[src/wdt_defs.svh]
// Constants for the two-stage watchdog timer
`ifndef WDT_DEFS_SVH
`define WDT_DEFS_SVH
`define WDT_LOAD_RESET   32'hFFFFFFFF
`define WDT_UNLOCK_KEY   32'h1ACCE551
`define WDT_CTL_RESET_OUTPUT_ENABLE    1
`define WDT_CTL_TIMEOUT_IRQ_ENABLE    0
`define WDT_CTL_RESET    2'h0
`endif

[src/wdt_pkg.sv]
// Types shared by the watchdog modules
package wdt_pkg;
    typedef logic [31:0] wdt_word_t;
    typedef enum logic [1:0] {
        WDT_IDLE,
        WDT_RUN,
        WDT_FIRED
    } wdt_state_e;
endpackage

[src/wdt_cnt_if.sv]
// Counter control bundle between the watchdog control and its down counter
`timescale 1ns/1ns
interface wdt_cnt_if;
    import wdt_pkg::*;
    logic      load;
    wdt_word_t load_value;
    logic      run;
    logic      zero;
    wdt_word_t value;
    modport ctrl (output load, output load_value, output run, input zero, input value);
    modport cnt  (input load, input load_value, input run, output zero, output value);
endinterface

[src/wdt_top.sv]
// Two-stage watchdog timer control, lock and time-out logic
`timescale 1ns/1ns
`include "wdt_defs.svh"
// Functional notes
// - Counter counts down; zero is first time-out
// - After first time-out reload and keep counting
// - Second zero with pending interrupt asserts reset
// - Cleared interrupt: reload, resume, no reset
// - Load write reloads counter immediately
// - Only clear write removes pending interrupt
// - Enabling interrupt preloads counter from load
// - Interrupt enable starts counter, locks control
// - Any lock write locks; key unlocks
// - Zero load value raises interrupt immediately
// - Clear write clears interrupt and reloads
// - Control bit1 reset enable, bit0 interrupt
// - Masked status is raw AND enable
module wdt_top (
    input  wire logic              clk_in,
    input  wire logic              resetn_in,
    input  wire logic              load_wr_in,
    input  wire wdt_pkg::wdt_word_t load_data_in,
    input  wire logic              ctrl_wr_in,
    input  wire logic [1:0]        ctrl_data_in,
    input  wire logic              irq_clear_wr_in,
    input  wire logic              guard_wr_in,
    input  wire wdt_pkg::wdt_word_t guard_data_in,
    input  wire logic              stall_enable_in,
    input  wire logic              debug_halt_in,
    output wdt_pkg::wdt_word_t     reload_value_out,
    output wdt_pkg::wdt_word_t     count_value_out,
    output logic [1:0]             ctrl_out,
    output logic                   raw_irq_out,
    output logic                   masked_irq_out,
    output logic                   guard_locked_out,
    output logic                   timeout_irq_signal_out,
    output logic                   system_reset_out
);
    import wdt_pkg::*;

    // The counter only loads, counts and flags zero; this module owns the
    // write locks, the interrupt flag and the reset stage. The reset output
    // is a level that only resetn_in removes, so a stuck system stays held.

    // Configuration, flag and sequencing state
    wdt_word_t  reload_value_reg;
    logic       reset_output_enable;
    logic       timeout_irq_enable;
    logic       raw_irq;
    logic       locked;
    logic       sys_reset;
    wdt_state_e state;
    wdt_state_e next_state;

    // Synchroniser stages for the debug lines
    logic       halt_q1;
    logic       halt_q2;
    logic       stall_q1;
    logic       stall_q2;

    // Qualified write strobes and time-out events
    logic       load_ok;
    logic       ctrl_ok;
    logic       enable_rise;
    logic       zero_load_evt;
    logic       first_timeout;
    logic       second_timeout;

    wdt_cnt_if cif ();

    wdt_counter u_counter (
        .clk_in    (clk_in),
        .resetn_in (resetn_in),
        .cnt       (cif.cnt)
    );

    // Debug halt comes from outside the domain; two stages before any use
    always_ff @(posedge clk_in) begin
        if (!resetn_in) begin
            halt_q1 <= 1'b0;
            halt_q2 <= 1'b0;
        end else begin
            halt_q1 <= debug_halt_in;
            halt_q2 <= halt_q1;
        end
    end

    // Stall option is a pin level as well, synchronised the same way
    always_ff @(posedge clk_in) begin
        if (!resetn_in) begin
            stall_q1 <= 1'b0;
            stall_q2 <= 1'b0;
        end else begin
            stall_q1 <= stall_enable_in;
            stall_q2 <= stall_q1;
        end
    end

    // Write qualification by the guard and the control lock
    assign load_ok       = load_wr_in && !locked;
    assign ctrl_ok       = ctrl_wr_in && !locked && !timeout_irq_enable;
    assign enable_rise   = ctrl_ok && ctrl_data_in[`WDT_CTL_TIMEOUT_IRQ_ENABLE];
    assign zero_load_evt = load_ok && (load_data_in == 32'h00000000);

    // Time-out events; a clear in the zero cycle spares the system reset
    assign first_timeout  = cif.zero;
    assign second_timeout = cif.zero && raw_irq && !irq_clear_wr_in && reset_output_enable;

    // Guard register: any write locks, the key unlocks
    always_ff @(posedge clk_in) begin
        if (!resetn_in) begin
            locked <= 1'b0;
        end else if (guard_wr_in) begin
            locked <= (guard_data_in != `WDT_UNLOCK_KEY);
        end
    end

    // Load value register
    always_ff @(posedge clk_in) begin
        if (!resetn_in) begin
            reload_value_reg <= `WDT_LOAD_RESET;
        end else if (load_ok) begin
            reload_value_reg <= load_data_in;
        end
    end

    // Reset output enable; writable only until the interrupt is enabled
    always_ff @(posedge clk_in) begin
        if (!resetn_in) begin
            reset_output_enable <= 1'b0;
        end else if (ctrl_ok) begin
            reset_output_enable <= ctrl_data_in[`WDT_CTL_RESET_OUTPUT_ENABLE];
        end
    end

    // Interrupt enable is sticky: ctrl_ok is refused once it is set
    always_ff @(posedge clk_in) begin
        if (!resetn_in) begin
            timeout_irq_enable <= 1'b0;
        end else if (ctrl_ok) begin
            timeout_irq_enable <= ctrl_data_in[`WDT_CTL_TIMEOUT_IRQ_ENABLE];
        end
    end

    // Counter steering: every reload source uses the freshest load value
    always_comb begin
        cif.load       = load_ok || enable_rise || irq_clear_wr_in || cif.zero;
        cif.load_value = load_ok ? load_data_in : reload_value_reg;
        cif.run        = timeout_irq_enable && !sys_reset && !(stall_q2 && halt_q2);
        if (load_ok) begin
            cif.load_value = load_data_in;
        end else if (enable_rise) begin
            cif.load_value = reload_value_reg;
        end else if (irq_clear_wr_in) begin
            cif.load_value = reload_value_reg;
        end else begin
            cif.load_value = reload_value_reg;
        end
    end

    // Next sequencing state; the reset stage is final until hardware reset
    always_comb begin
        next_state = state;
        case (state)
            WDT_IDLE: begin
                if (enable_rise) begin
                    next_state = WDT_RUN;
                end
            end
            WDT_RUN: begin
                if (second_timeout) begin
                    next_state = WDT_FIRED;
                end
            end
            WDT_FIRED: begin
                next_state = WDT_FIRED;
            end
            default: begin
                next_state = WDT_IDLE;
            end
        endcase
    end

    // Sequencing state register
    always_ff @(posedge clk_in) begin
        if (!resetn_in) begin
            state <= WDT_IDLE;
        end else begin
            state <= next_state;
        end
    end

    // Raw interrupt flag; a time-out in the clear cycle keeps the flag set
    always_ff @(posedge clk_in) begin
        if (!resetn_in) begin
            raw_irq <= 1'b0;
        end else if (first_timeout || zero_load_evt) begin
            raw_irq <= 1'b1;
        end else if (irq_clear_wr_in) begin
            raw_irq <= 1'b0;
        end
    end

    // System reset holds until hardware reset removes it
    assign sys_reset = (state == WDT_FIRED);

    // Register views
    always_comb begin
        reload_value_out = reload_value_reg;
        count_value_out  = cif.value;
        ctrl_out         = {reset_output_enable, timeout_irq_enable};
        guard_locked_out = locked;
    end

    // Interrupt and reset views; the interrupt line is the masked status
    always_comb begin
        raw_irq_out            = raw_irq;
        masked_irq_out         = raw_irq && timeout_irq_enable;
        timeout_irq_signal_out = raw_irq && timeout_irq_enable;
        system_reset_out       = sys_reset;
    end
endmodule

[src/wdt_counter.sv]
// 32-bit down counter of the watchdog
`timescale 1ns/1ns
`include "wdt_defs.svh"
module wdt_counter (
    input  wire logic clk_in,
    input  wire logic resetn_in,
    wdt_cnt_if.cnt    cnt
);
    import wdt_pkg::*;

    wdt_word_t count;

    // Load wins over counting; the counter parks at zero until reloaded
    always_ff @(posedge clk_in) begin
        if (!resetn_in) begin
            count <= `WDT_LOAD_RESET;
        end else if (cnt.load) begin
            count <= cnt.load_value;
        end else if (cnt.run && count != 32'h00000000) begin
            count <= count - 32'h00000001;
        end
    end

    assign cnt.value = count;
    // Zero ignores the load strobe, since the load strobe itself follows zero
    assign cnt.zero  = cnt.run && (count == 32'h00000000);
endmodule

[config.mk]
export PLATFORM = sky130hd
export DESIGN_NAME = wdt_top
export DESIGN_NICKNAME = d
export VERILOG_FILES = /design/src/wdt_pkg.sv /design/src/wdt_cnt_if.sv /design/src/wdt_top.sv /design/src/wdt_counter.sv
export VERILOG_INCLUDE_DIRS = /design/src
export SDC_FILE = /design/constraint.sdc
export NUM_CORES = 1
export LEC_CHECK = 0
export BUFFER_PORTS_ARGS = -buffer_cell sky130_fd_sc_hd__clkbuf_2
export CAP_MARGIN = 20
export CORE_MARGIN = 1.5
export CORE_UTILIZATION = 40
export DETAILED_ROUTE_END_ITERATION = 16
export PLACE_DENSITY = 0.69
export SLEW_MARGIN = 20
export SYNTH_ARGS = -nofsm -noshare
export SYNTH_HDL_FRONTEND = slang
export SYNTH_HIERARCHICAL = 1
export SYNTH_SLANG_ARGS = --single-unit
export TNS_END_PERCENT = 1
[constraint.sdc]
create_clock -name clk_in -period 6.2 [get_ports clk_in]
set_input_delay 0.62 -clock clk_in [delete_from_list [all_inputs] [get_ports clk_in]]
set_output_delay 0.62 -clock clk_in [all_outputs]
set_load 0.005 [all_outputs]
Yosys cells after proc, flatten, opt, wreduce, memory -nomap -nowiden:

Index checks and enable logic that the tools add are counted.

* add/subtract/negate cells: 1
* eq/ne operators: 5
* muxes and demuxes: 8
* reduce and logical (&&, ||, !) cells: 30

Operators with widths (number)
* $mux 32: 3
* $logic_not 32->1: 2
* $ne 32x29->1 const B: 1
* $reduce_bool 32->1: 1
* $sub 32x1->32 const B: 1
* $logic_and 1x1->1: 14
* $pmux 2 s3: 1
* $logic_not 1->1: 5
* $logic_or 1x1->1: 4
* $mux 2: 2
* $ne 2x2->1 const B: 2
* $reduce_bool 2->1: 2
* $eq 2x1->1 const B: 1
* $eq 2x2->1 const B: 1
* $logic_not 2->1: 1
* $mux 1: 2
* $reduce_and 2->1: 1

* flip-flop bits (word level): 74
* input port bits: 74
* output and inout bits: 71
* logic and storage cells: 55

Longest topological paths before layout:

Gate-level depths: netlist of the first run.

* word-level depth: 10
* depth in mapped cells: 14
* mapped depth without buffers: 11

By module:

Netlist of the first run, hierarchy kept.

By module, submodules not included
* wdt_counter: times used 1, cells each 254, area an instance 1998.2 sq um, seq. area each 640.6 sq um
* wdt_top: times used 1, cells each 174, area an instance 1983.2 sq um, seq. area each 840.8 sq um

Worst setup path after synthesis of the first run:

OpenSTA, ideal clock, no wires.

* path kind: flip-flop to flip-flop
* start point: reg u_counter.count[25], in the netlist u_counter/cnt.value[25]
* end point: reg u_counter.count[2], in the netlist u_counter/cnt.value[2]
* setup time: 0.091 ns
* data arrival time: 3.122 ns
* required time: 6.109 ns
* path slack: 2.987 ns
* stages on the path, launching flop included: 14
* path buffers: 4
* clock period less this slack: 3.213 ns
* cells stage by stage: dfxtp_1 or4_1 buf_2 or4_1 buf_4 nor4_1 nor3_1 nand2_1 clkbuf_1 inv_1 clkbuf_1 nand3_1 nor2_1 a311oi_1

* cells in the longest elaborated chain, start to end: 4
* elaborated cells on any way between the ends: 7
* those cells by class: 1 x mux; 6 x reduce/logical

Ends and longest elaborated chain
* from (decl): line wdt_counter.sv:11 `wdt_word_t count;`
* from (signal assigned): line wdt_counter.sv:16 `` count <= `WDT_LOAD_RESET; ``
* from (signal assigned): line wdt_counter.sv:18 `count <= cnt.load_value;`
* from (signal assigned): line wdt_counter.sv:20 `count <= count - 32'h00000001;`
* $logic_not 32->1 *: line wdt_counter.sv:26 `assign cnt.zero = cnt.run && (count == 32'h00000000);`
* $logic_and 1x1->1 *: line wdt_counter.sv:26
* via cif.zero: line wdt_cnt_if.sv:8 `logic zero;`
* $logic_or 1x1->1 *: line wdt_top.sv:147 `cif.load = load_ok || enable_rise || irq_clear_wr_in || cif.zero;`
* via cif.load: line wdt_cnt_if.sv:5 `logic load;`
* $mux 32 or $reduce_bool 2->1 (tied branches)

Mark *: on every way through the listed nets, which the timed path passes. The rest lies on a longest branch.
A chain may end at the register's enable or synchronous reset.

Worst setup path in the final report of the first run:

* start point: reg u_counter.count[25], in the netlist u_counter/cnt.value[25]
* end point: reg u_counter.count[27], in the netlist u_counter/cnt.value[27]

The elaborated chain is that of the path after synthesis.

==> results.md, run 1 <==
* Iter 0 DRT Violations at 221
* Root Buffer: clkbuf_8
* Worst reg2reg path depth at 8
* Crit Path Category: reg2reg
* Run status: finished clean
* Asr flop ratio synth at 0
* Die width at 103 um
* Max Buffers Root-to-Sink at 2
* Cell Area, Synth at 3980 um2
* First-pass detailed-route iteration total at 5
* Placed cell area at 4760 um2
* Worst Tran Pin Value at 0.921 ns
* Worst Hold Class: reg2reg
* # Post-CTS Setup Buffers at 0
* First-pass GRT wire length at 18,000 um
* CORE AREA at 9730 um2
* Adder-cell share of the synthesized area at 0.0126
* IO Count at 145
* Post-synthesis compound-gate area fraction at 0.151
* Commonest cells post-synth: dfxtp_1 (74), nor2_1 (37), mux2_4 (28), or2_1 (28), clkbuf_1 (18)
* Global route overflow at 0
* Post-CTS Resized at 0
* Die height at 103 um
* Avg Inst Size Synth at 9.30 um2
* Synth cell types at 59
* # port buffers at 144
* Final nets at 637
* Synth Instances at 428
* Pint at 0.810 mW
* Final non-filler cell area at 4950 um2
* Critical path cell sequence: or4_1, or4_1, nor4_1, nor3_1, nand2_1, buf_4, nand2_1, o211a_1
* Worst Path Arrival at 3.93 ns
* Max Clk Rate at 272 MHz
* Starting density of the core at 0.409
* Dominant cell type by area after synthesis: dfxtp_1
* Clock share of power at 0.349
* Final Cycle Share at 0.593
* Post-synth EDFFs at 0
* Post-Synth Simple-Gate Area at 0.286
* R2R Setup Slk at 2.52 ns
* GRT Util Overall at 0.221
* CP required at 6.45 ns
* Skew-Pair Late Insertion Delay at 0.36 ns
* Pwr per Cell Area at 224 nW/um2
* H-tree levels at 3
* Slowest cell on the critical path: or4_1
* P&R area growth vs syn at 24.4%
* Tmin final at 3.68 ns
* Hpwl dp at 8500 um
* Placer Congestion at 0.888
* VDD IR max at 0.112 mV
* Antenna-violating nets left at 0
* Top_reg_cell synth: dfxtp_1
* Count leader, synth: dfxtp_1
* Yosys warns at 6
* Max_cap viols at 0
* Vias at 3,894
* Pin count of the biggest net entering global routing at 44
* Fraction of layout cells with a size suffix above 1 at 0.365
* Crit-path leading delay family: simple AND/OR/NAND/NOR gates
* Final setup fails at 0
* Clock transition at path regs at 0.08 ns
* Mux contribution to synthesized area at 0.122
* Combinational power share at 0.165
* RR Endpoint: u_counter/cnt.value[27]
* Worst rel slew slack at 0.385
* Sequential share of the synthesized area at 0.372
* Diodes inserted at 0
* Switch share at 0.270
* Vias per inst at 5.59
* Synth top area cells: dfxtp_1 (37%), mux2_4 (11%), or2_1 (4.4%)
* Largest family of logic cells by synthesized area: simple AND/OR/NAND/NOR gates
* Hold EP: stall_q2
* Buf+Inv Stages, Crit Path at 1
* RSZ-0062 raised after global routing: false
* Hold Crit Start: stall_q1
* DRT Wirelength at 11,500 um
* Die ar. at 10,600 um2
* Reg-to-reg startpoint: u_counter/cnt.value[25]
* Num rows at 36
* Synth Area in XOR/XNOR at 0.00440
* Number of global-route vias before repair at 3,632
* Sink Count at 74
* Levels on crit path at 8
* Clock skew at 0.00826 ns
* Lkg Pwr at 2.07 nW
* Initial antenna violation count at 0
* Crit Path Max Fanout at 29
* Post-cts hold buffer count at 0
* Hold Crit Depth at 1
* Fin. Hold Viols at 0
* Post-synth top area share at 0.372
* TritonCTS clock tree: yes
* Filler Cell Count at 939
* Mapped Nets at 506
* DRC at 0
* Yosys reg bits at 74
* Max incr delay on CP at 0.67 ns
* CP startpoint kind: register
* Slew Limit Fails at 0
* Net Switching at 0.299 mW
* Setup crit end kind: register
* Flop pwr share at 0.486
* DR WL/cell at 16.5 um
* Num CTS Buffers at 9
* Setup TNS at 0 ns
==> layout make-up <==
class	instances	area [um2]	area share
Clock buffer	14	163	0.0328
Clock inverter	2	35.0	0.00707
Inverter	14	52.6	0.0106
Multi-Input combinational cell	311	2300	0.464
Sequential cell	74	1480	0.299
Tap cell	133	166	0.0336
Timing Repair Buffer	149	758	0.153
==> worst register-to-register path: stages, from the launching register on <==
cell     delay [ns]
dfxtp_1        0.39
or4_1          0.67
or4_1          0.63
nor4_1         0.51
nor3_1         0.10
nand2_1        0.09
buf_4          0.31
nand2_1        0.49
o211a_1        0.39
==> through the flow <==
stage	utilization	hold slack, ns	setup WS [ns]	total power, mW	std cells
CTS	0.509	0.441	2.58	1.11	697
detailed placement	0.489	0.424	2.59	0.731	681
floorplan	-	0.412	2.99	0.649	428
finish	0.509	0.436	2.52	1.11	697
global placement	0.489	0.414	2.70	0.726	681
global route	0.509	0.466	2.31	1.16	697
==> cells by family (layout without fill, tap and decap cells) <==
family                     count (synthesis)  in the layout
DFF                                       74             74
buffers and inverters                     43            179
AOI/OAI and AO/OA                         78             78
and+or+nand+nor                          193            193
muxes                                     34             34
adders and majority gates                  4              4
xor gates and xnor gates                   2              2
==> worst max path at each step <==
stage / from / endpoint / slack (ns)
global route: u_counter/cnt.value[25] / u_counter/cnt.value[13] / 2.31
CTS: u_counter/cnt.value[25] / u_counter/cnt.value[27] / 2.58
global placement: u_counter/cnt.value[25] / u_counter/cnt.value[27] / 2.70
floorplan: u_counter/cnt.value[25] / u_counter/cnt.value[2] / 2.99
detailed placement: u_counter/cnt.value[25] / u_counter/cnt.value[27] / 2.59
finish: u_counter/cnt.value[25] / u_counter/cnt.value[27] / 2.52
==> power groups by stage <==
stage          logic [mW]  clock network (mW)  registers, mW
2_1_floorplan       0.106                   0          0.544
3_5_place_dp        0.182                   0          0.549
4_1_cts             0.183               0.393          0.539
6_report            0.183               0.387          0.539
3_3_place_gp        0.179                   0          0.547
5_1_grt             0.200               0.412          0.544
==> per-layer routing <==
layer,track usage,vias up,wire length (um)
li1,-,1883,-
met2,0.351,166,5350
met3,0.0434,21,686
met5,0,-,0
met4,0.107,0,275
met1,0.288,1824,5210
==> placed cells by master (no fill, tap or decap), types with 8 or more instances in the layout <==
cell	Yosys	layout
o21ai_0	8	8
nand3_1	15	15
or3_1	9	9
clkbuf_2	0	144
or2_1	28	28
nand2_1	15	15
nor4_1	17	17
inv_1	14	14
mux2_4	28	28
nor2_1	37	37
or4_1	11	11
clkbuf_8	0	11
nor3_1	10	10
nand4_1	11	11
o31ai_1	8	8
a31oi_1	14	14
dfxtp_1	74	74
Power figures use the tool's default switching activity.
==> run 2, diff against run 1 <==
==> constraint.sdc (replaced) <==
create_clock -name clk_in -period 3.5 [get_ports clk_in]
set_input_delay 0.35 -clock clk_in [delete_from_list [all_inputs] [get_ports clk_in]]
set_output_delay 0.35 -clock clk_in [all_outputs]
set_load 0.005 [all_outputs]
==> run 2 against run 1 <==
Net effect:
- hold slack got worse by 0.23 ns
- setup slack got worse by 2.4 ns
- largest cell class unchanged
- die area did not move
- clock-buffer cell count fell by 5
- global-route usage fell by 0.17 points
- critical endpoint is now u_counter/cnt.value[2]
- final area rose by 0.45%
- first-iteration DRC count rose by 76%
- combinational power rose by 78%
- non-clock buffer count rose by 2
- highest routed layer unchanged
- largest power group unchanged
==> results.md, run 2 (synthesis gave the netlist of run 1 again) <==
* Run status: finished clean (unchanged)
* DR WL/cell at 16.5 um (about the same)
* Worst Hold Class: in2reg (was reg2reg)
* Skew-Pair Late Insertion Delay at 0.36 ns (about the same)
* VDD IR max at 0.208 mV (was 0.112 mV)
* Vias at 3,896 (was 3,894)
* Placed insts at 683 (was 681)
* DRT Wirelength at 11,500 um (about the same)
* Setup TNS at 0 ns (unchanged)
* Placed cell area at 4770 um2 (was 4760 um2)
* CORE AREA at 9730 um2 (unchanged)
* Non-filler instance count after layout at 699 (was 697)
* TritonCTS clock tree: yes (unchanged)
* CP required at 3.76 ns (was 6.45 ns)
* Die ar. at 10,600 um2 (unchanged)
* Filler Cell Count at 962 (was 939)
* Pin count of the biggest net entering global routing at 44 (unchanged)
* # port buffers at 144 (unchanged)
* Final nets at 639 (was 637)
* Num CTS Buffers at 9 (unchanged)
* Final Cycle Share at 0.977 (was 0.593)
* Commonest non-fill, non-tap cell in the layout: clkbuf_2 (unchanged)
* CP startpoint kind: register (unchanged)
* First-pass detailed-route iteration total at 5 (unchanged)
* Fraction of layout cells with a size suffix above 1 at 0.375 (was 0.365)
* Placer Congestion at 0.835 (was 0.888)
* RSZ-0062 raised after global routing: true (was false)
* Tmin final at 3.42 ns (was 3.68 ns)
* Root Buffer: clkbuf_8 (unchanged)
* Slew Limit Fails at 0 (unchanged)
* Initial antenna violation count at 0 (unchanged)
* Hpwl dp at 8480 um (was 8500 um)
* Number of global-route vias before repair at 3,539 (was 3,632)
* GRT Util Overall at 0.219 (was 0.221)
* Max Clk Rate at 293 MHz (was 272 MHz)
* Worst Tran Pin Value at 0.886 ns (was 0.921 ns)
* DRC at 0 (unchanged)
* Diodes inserted at 0 (unchanged)
* Final hold slack at 0.207 ns (was 0.436 ns)
* Max_cap viols at 0 (unchanged)
* Die height at 103 um (unchanged)
* Global route overflow at 0 (unchanged)
* Final core utilization at 0.511 (was 0.509)
* Vias per inst at 5.57 (was 5.59)
* Final non-filler cell area at 4980 um2 (was 4950 um2)
* Most frequent cells in the layout: clkbuf_2 (144), dfxtp_1 (74), nor2_1 (37) (unchanged)
* Post-cts hold buffer count at 0 (unchanged)
* Max Buffers Root-to-Sink at 2 (unchanged)
* P&R area growth vs syn at 25.0% (was 24.4%)
* Lkg Pwr at 2.07 nW (about the same)
* Worst rel slew slack at 0.408 (was 0.385)
* Crit Path Category: reg2reg (unchanged)
* Fin. Hold Viols at 0 (unchanged)
* Crit Path Max Fanout at 16 (was 29)
* First-pass GRT wire length at 17,900 um (was 18,000 um)
* Sink Count at 74 (unchanged)
* Setup crit end kind: register (unchanged)
* Starting density of the core at 0.409 (unchanged)
* Final setup fails at 0 (unchanged)
* Clock transition at path regs at 0.08 ns (about the same)
* Num rows at 36 (unchanged)
* Worst Path Arrival at 3.68 ns (was 3.93 ns)
* Clock skew at 0.0166 ns (was 0.00826 ns)
* Antenna-violating nets left at 0 (unchanged)
* Post-CTS Resized at 0 (unchanged)
* H-tree levels at 3 (unchanged)
* IO Count at 145 (unchanged)
* Pwr per Cell Area at 395 nW/um2 (was 224 nW/um2)
* Die width at 103 um (unchanged)
* Iter 0 DRT Violations at 388 (was 221)
* # Post-CTS Setup Buffers at 0 (unchanged)
[run 2: worst paths after layout]
kind                            from                endpoint  slack [ns]  depth (start not counted)
max          u_counter/cnt.value[25]  u_counter/cnt.value[2]        0.08                          9
min reg2reg                  halt_q1                 halt_q2        0.44                          1
max reg2reg  u_counter/cnt.value[25]  u_counter/cnt.value[2]        0.08                          9
min                  stall_enable_in                stall_q1        0.21                          2
[run 2: layer usage]
layer | wire [um] | global-route usage | part of all wire | vias to the layer above
li1 | - | - | - | 1886
met1 | 5330 | 0.303 | 0.46 | 1842
met2 | 5210 | 0.329 | 0.45 | 150
met3 | 714 | 0.0475 | 0.062 | 18
met4 | 256 | 0.0967 | 0.022 | 0
met5 | 0 | 0 | 0 | -
[run 2: power breakdown]
part / switching [mW] / total, mW / internal [mW]
registers: 0.0569 / 0.953 / 0.896
logic: 0.155 / 0.325 / 0.170
clock network: 0.353 / 0.687 / 0.334
total: 0.565 / 1.97 / 1.40
[run 2: final cells by class]
cell class / count / area, um2 / area share
multi-input cells: 311 / 2300 / 0.462
flip-flops and latches: 74 / 1480 / 0.298
repair buffers: 151 / 773 / 0.155
well taps: 133 / 166 / 0.0334
clock buffers: 9 / 124 / 0.0249
clock inverters: 7 / 78.8 / 0.0158
inverters: 14 / 52.6 / 0.0106
[run 2: metrics by stage]
stage	setup slack (ns)	power [mW]
floorplan	0.287	1.15
global placement	0.250	1.29
detailed placement	0.125	1.29
CTS	0.0888	1.98
global route	-0.169	2.06
finish	0.0814	1.97
[run 2: critical path, cell delays in order (launching register included)]
cell and delay (ns):
dfxtp_1 0.39, or4_1 0.67, or4_1 0.48, nor4_1 0.50
nor3_1 0.10, nand2_1 0.31, inv_1 0.38, nand3_1 0.19
nor2_1 0.06, a311oi_1 0.25
==> run 3, diff against run 2 <==
--- a/config.mk
+++ b/config.mk
@@ -6,13 +6,13 @@
 export SDC_FILE = /design/constraint.sdc
 export NUM_CORES = 1
 export LEC_CHECK = 0
-export BUFFER_PORTS_ARGS = -buffer_cell sky130_fd_sc_hd__clkbuf_2
 export CAP_MARGIN = 20
 export CORE_MARGIN = 1.5
 export CORE_UTILIZATION = 40
 export DETAILED_ROUTE_END_ITERATION = 16
-export PLACE_DENSITY = 0.69
-export SLEW_MARGIN = 20
+export DONT_BUFFER_PORTS = 1
+export MAX_ROUTING_LAYER = met4
+export PLACE_DENSITY = 0.56
 export SYNTH_ARGS = -nofsm -noshare
 export SYNTH_HDL_FRONTEND = slang
 export SYNTH_HIERARCHICAL = 1
==> run 3 against run 2 <==
Net effect:
- sequential power grew 2%
- clock skew shrank 0.0064 ns
- combinational power shrank 33%
- via count shrank 13%
- largest power group unchanged
- highest routed layer unchanged
==> results.md, run 3 (synthesis gave the netlist of run 1 again) <==
* Placed insts at 542 (was 683)
* Worst reg2reg path depth at 10 (was 9)
* CP startpoint kind: register (unchanged)
* Antenna-violating nets left at 0 (unchanged)
* Placed cell area at 4070 um2 (was 4770 um2)
* Non-filler instance count after layout at 558 (was 699)
* Max Clk Rate at 322 MHz (was 293 MHz)
* Global route overflow at 0 (unchanged)
* Levels on crit path at 10 (was 9)
* Worst rel slew slack at 0.386 (was 0.408)
* Final nets at 498 (was 639)
* Run status: finished clean (unchanged)
* Reg-to-reg startpoint: u_counter/cnt.value[25] (unchanged)
* IO Count at 145 (unchanged)
* Critical path cell sequence: or4_1, or4_1, nor4_1, buf_4, nor3_1, nand2_1, inv_1, nand3_1, nor4_1, a311oi_1 (was or4_1, or4_1, nor4_1, nor3_1, nand2_1, inv_1, nand3_1, nor2_1, a311oi_1)
* Post-CTS Resized at 0 (unchanged)
* DR WL/cell at 20.4 um (was 16.5 um)
* Tmin final at 3.11 ns (was 3.42 ns)
* Skew-Pair Late Insertion Delay at 0.36 ns (about the same)
* Pin count of the biggest net entering global routing at 44 (unchanged)
* Final hold slack at 0.0881 ns (was 0.207 ns)
* Lkg Pwr at 1.52 nW (was 2.07 nW)
* Most frequent cells in the layout: dfxtp_1 (74), nor2_1 (37), mux2_4 (28), or2_1 (28), nor4_1 (17) (was clkbuf_2 (144), dfxtp_1 (74), nor2_1 (37))
* Clock share of power at 0.386 (was 0.349)
* Max incr delay on CP at 0.68 ns (was 0.67 ns)
* Root Buffer: clkbuf_8 (unchanged)
* Crit Path Category: reg2reg (unchanged)
* R2R Setup Slk at 0.39 ns (was 0.08 ns)
* Initial antenna violation count at 0 (unchanged)
* Setup TNS at 0 ns (unchanged)
* Max Buffers Root-to-Sink at 2 (unchanged)
* Worst Tran Pin Value at 0.920 ns (was 0.886 ns)
* Clock skew at 0.0102 ns (was 0.0166 ns)
* CP required at 3.76 ns (about the same)
* RR Endpoint: u_counter/cnt.value[15] (was u_counter/cnt.value[2])
* # port buffers at 0 (was 144)
* Vias at 3,389 (was 3,896)
* P&R area growth vs syn at 7.76% (was 25.0%)
* RSZ-0062 raised after global routing: false (was true)
* Clock transition at path regs at 0.08 ns (about the same)
* Num rows at 36 (unchanged)
* Crit-path leading delay family: simple AND/OR/NAND/NOR gates (unchanged)
* VDD IR max at 0.176 mV (was 0.208 mV)
* Buf+Inv Stages, Crit Path at 2 (was 1)
* Post-cts hold buffer count at 0 (unchanged)
* Placer Congestion at 0.832 (was 0.835)
* Slowest cell on the critical path: or4_1 (unchanged)
* Final setup fails at 0 (unchanged)
* Fin. Hold Viols at 0 (unchanged)
* CP endpoint: u_counter/cnt.value[15] (was u_counter/cnt.value[2])
* Vias per inst at 6.07 (was 5.57)
* Die width at 103 um (unchanged)
* Worst Hold Class: in2reg (unchanged)
* Num CTS Buffers at 9 (unchanged)
* Sink Count at 74 (unchanged)
* Switch share at 0.270 (was 0.288)
* H-tree levels at 3 (unchanged)
* Final non-filler cell area at 4290 um2 (was 4980 um2)
* Net Switching at 0.522 mW (was 0.565 mW)
* Pint at 1.41 mW (was 1.40 mW)
* TritonCTS clock tree: yes (unchanged)
* Final Cycle Share at 0.887 (was 0.977)
* Max_cap viols at 0 (unchanged)
* Worst Path Arrival at 3.36 ns (was 3.68 ns)
* GRT Util Overall at 0.223 (was 0.219)
* Commonest non-fill, non-tap cell in the layout: dfxtp_1 (was clkbuf_2)
* Iter 0 DRT Violations at 209 (was 388)
* DRT Wirelength at 11,400 um (was 11,500 um)
* Crit. Startpoint: u_counter/cnt.value[25] (unchanged)
* Fraction of layout cells with a size suffix above 1 at 0.162 (was 0.375)
* Pwr per Cell Area at 451 nW/um2 (was 395 nW/um2)
* Diodes inserted at 0 (unchanged)
* # Post-CTS Setup Buffers at 0 (unchanged)
* Crit Path Max Fanout at 16 (unchanged)
* First-pass GRT wire length at 17,300 um (was 17,900 um)
* Die ar. at 10,600 um2 (unchanged)
* Slew Limit Fails at 0 (unchanged)
* DRC at 0 (unchanged)
* Pwr Total at 1.93 mW (was 1.97 mW)
* First-pass detailed-route iteration total at 5 (unchanged)
* Die height at 103 um (unchanged)
* CORE AREA at 9730 um2 (unchanged)
* Number of global-route vias before repair at 3,225 (was 3,539)
* Hpwl dp at 8420 um (was 8480 um)
* Flop pwr share at 0.500 (was 0.485)
* Combinational power share at 0.113 (was 0.166)
* Starting density of the core at 0.409 (unchanged)
* Setup crit end kind: register (unchanged)
## run 3: changes by cell type in the layout (fill, tap and decap cells not counted), sizes merged
cell,change
clkbuf,-143
buf,+3
clkinvlp,-2
bufinv,+1
## run 3: how the worst min path moves through the flow
stage	start	slack [ns]	cells after the start	endpoint
finish	resetn_in	0.09	1	u_counter/cnt.value[24]
global route	resetn_in	0.06	1	u_counter/cnt.value[31]
CTS	resetn_in	0.06	1	u_counter/cnt.value[31]
detailed placement	stall_q1	0.42	1	stall_q2
global placement	stall_q1	0.42	1	stall_q2
floorplan	halt_q1	0.41	1	halt_q2
## run 3: layout make-up
cell class                 instances  area, um2
fill                             987       5440
inverter                          14       52.6
tap                              133        166
clock inverter                     6       90.1
clock buffer                      10        128
timing repair buffer              10       75.1
sequential                        74       1480
multi-input combinational        311       2300
## run 3: stage by stage
stage          setup WS [ns]   util
2_1_floorplan          0.287      -
3_3_place_gp           0.477  0.419
3_5_place_dp           0.428  0.419
4_1_cts                0.397  0.441
5_1_grt                0.168  0.441
6_report               0.394  0.441
## run 3: routing by layer
layer / track usage / up-vias / wire length [um]
met5: - / - / 0
met2: 0.331 / 139 / 5140
met4: 0.0759 / 0 / 172
li1: - / 1600 / -
met1: 0.288 / 1640 / 5160
met3: 0.0685 / 10 / 935
## run 3: power groups by stage
| stage | Combinational [mW] | Sequential (mW) | Clock, mW |
|---|---|---|---|
| 4_1_cts | 0.219 | 0.969 | 0.760 |
| 6_report | 0.219 | 0.968 | 0.747 |
| 2_1_floorplan | 0.187 | 0.963 | 0 |
| 3_3_place_gp | 0.215 | 0.987 | 0 |
| 3_5_place_dp | 0.217 | 0.988 | 0 |
| 5_1_grt | 0.239 | 0.978 | 0.800 |
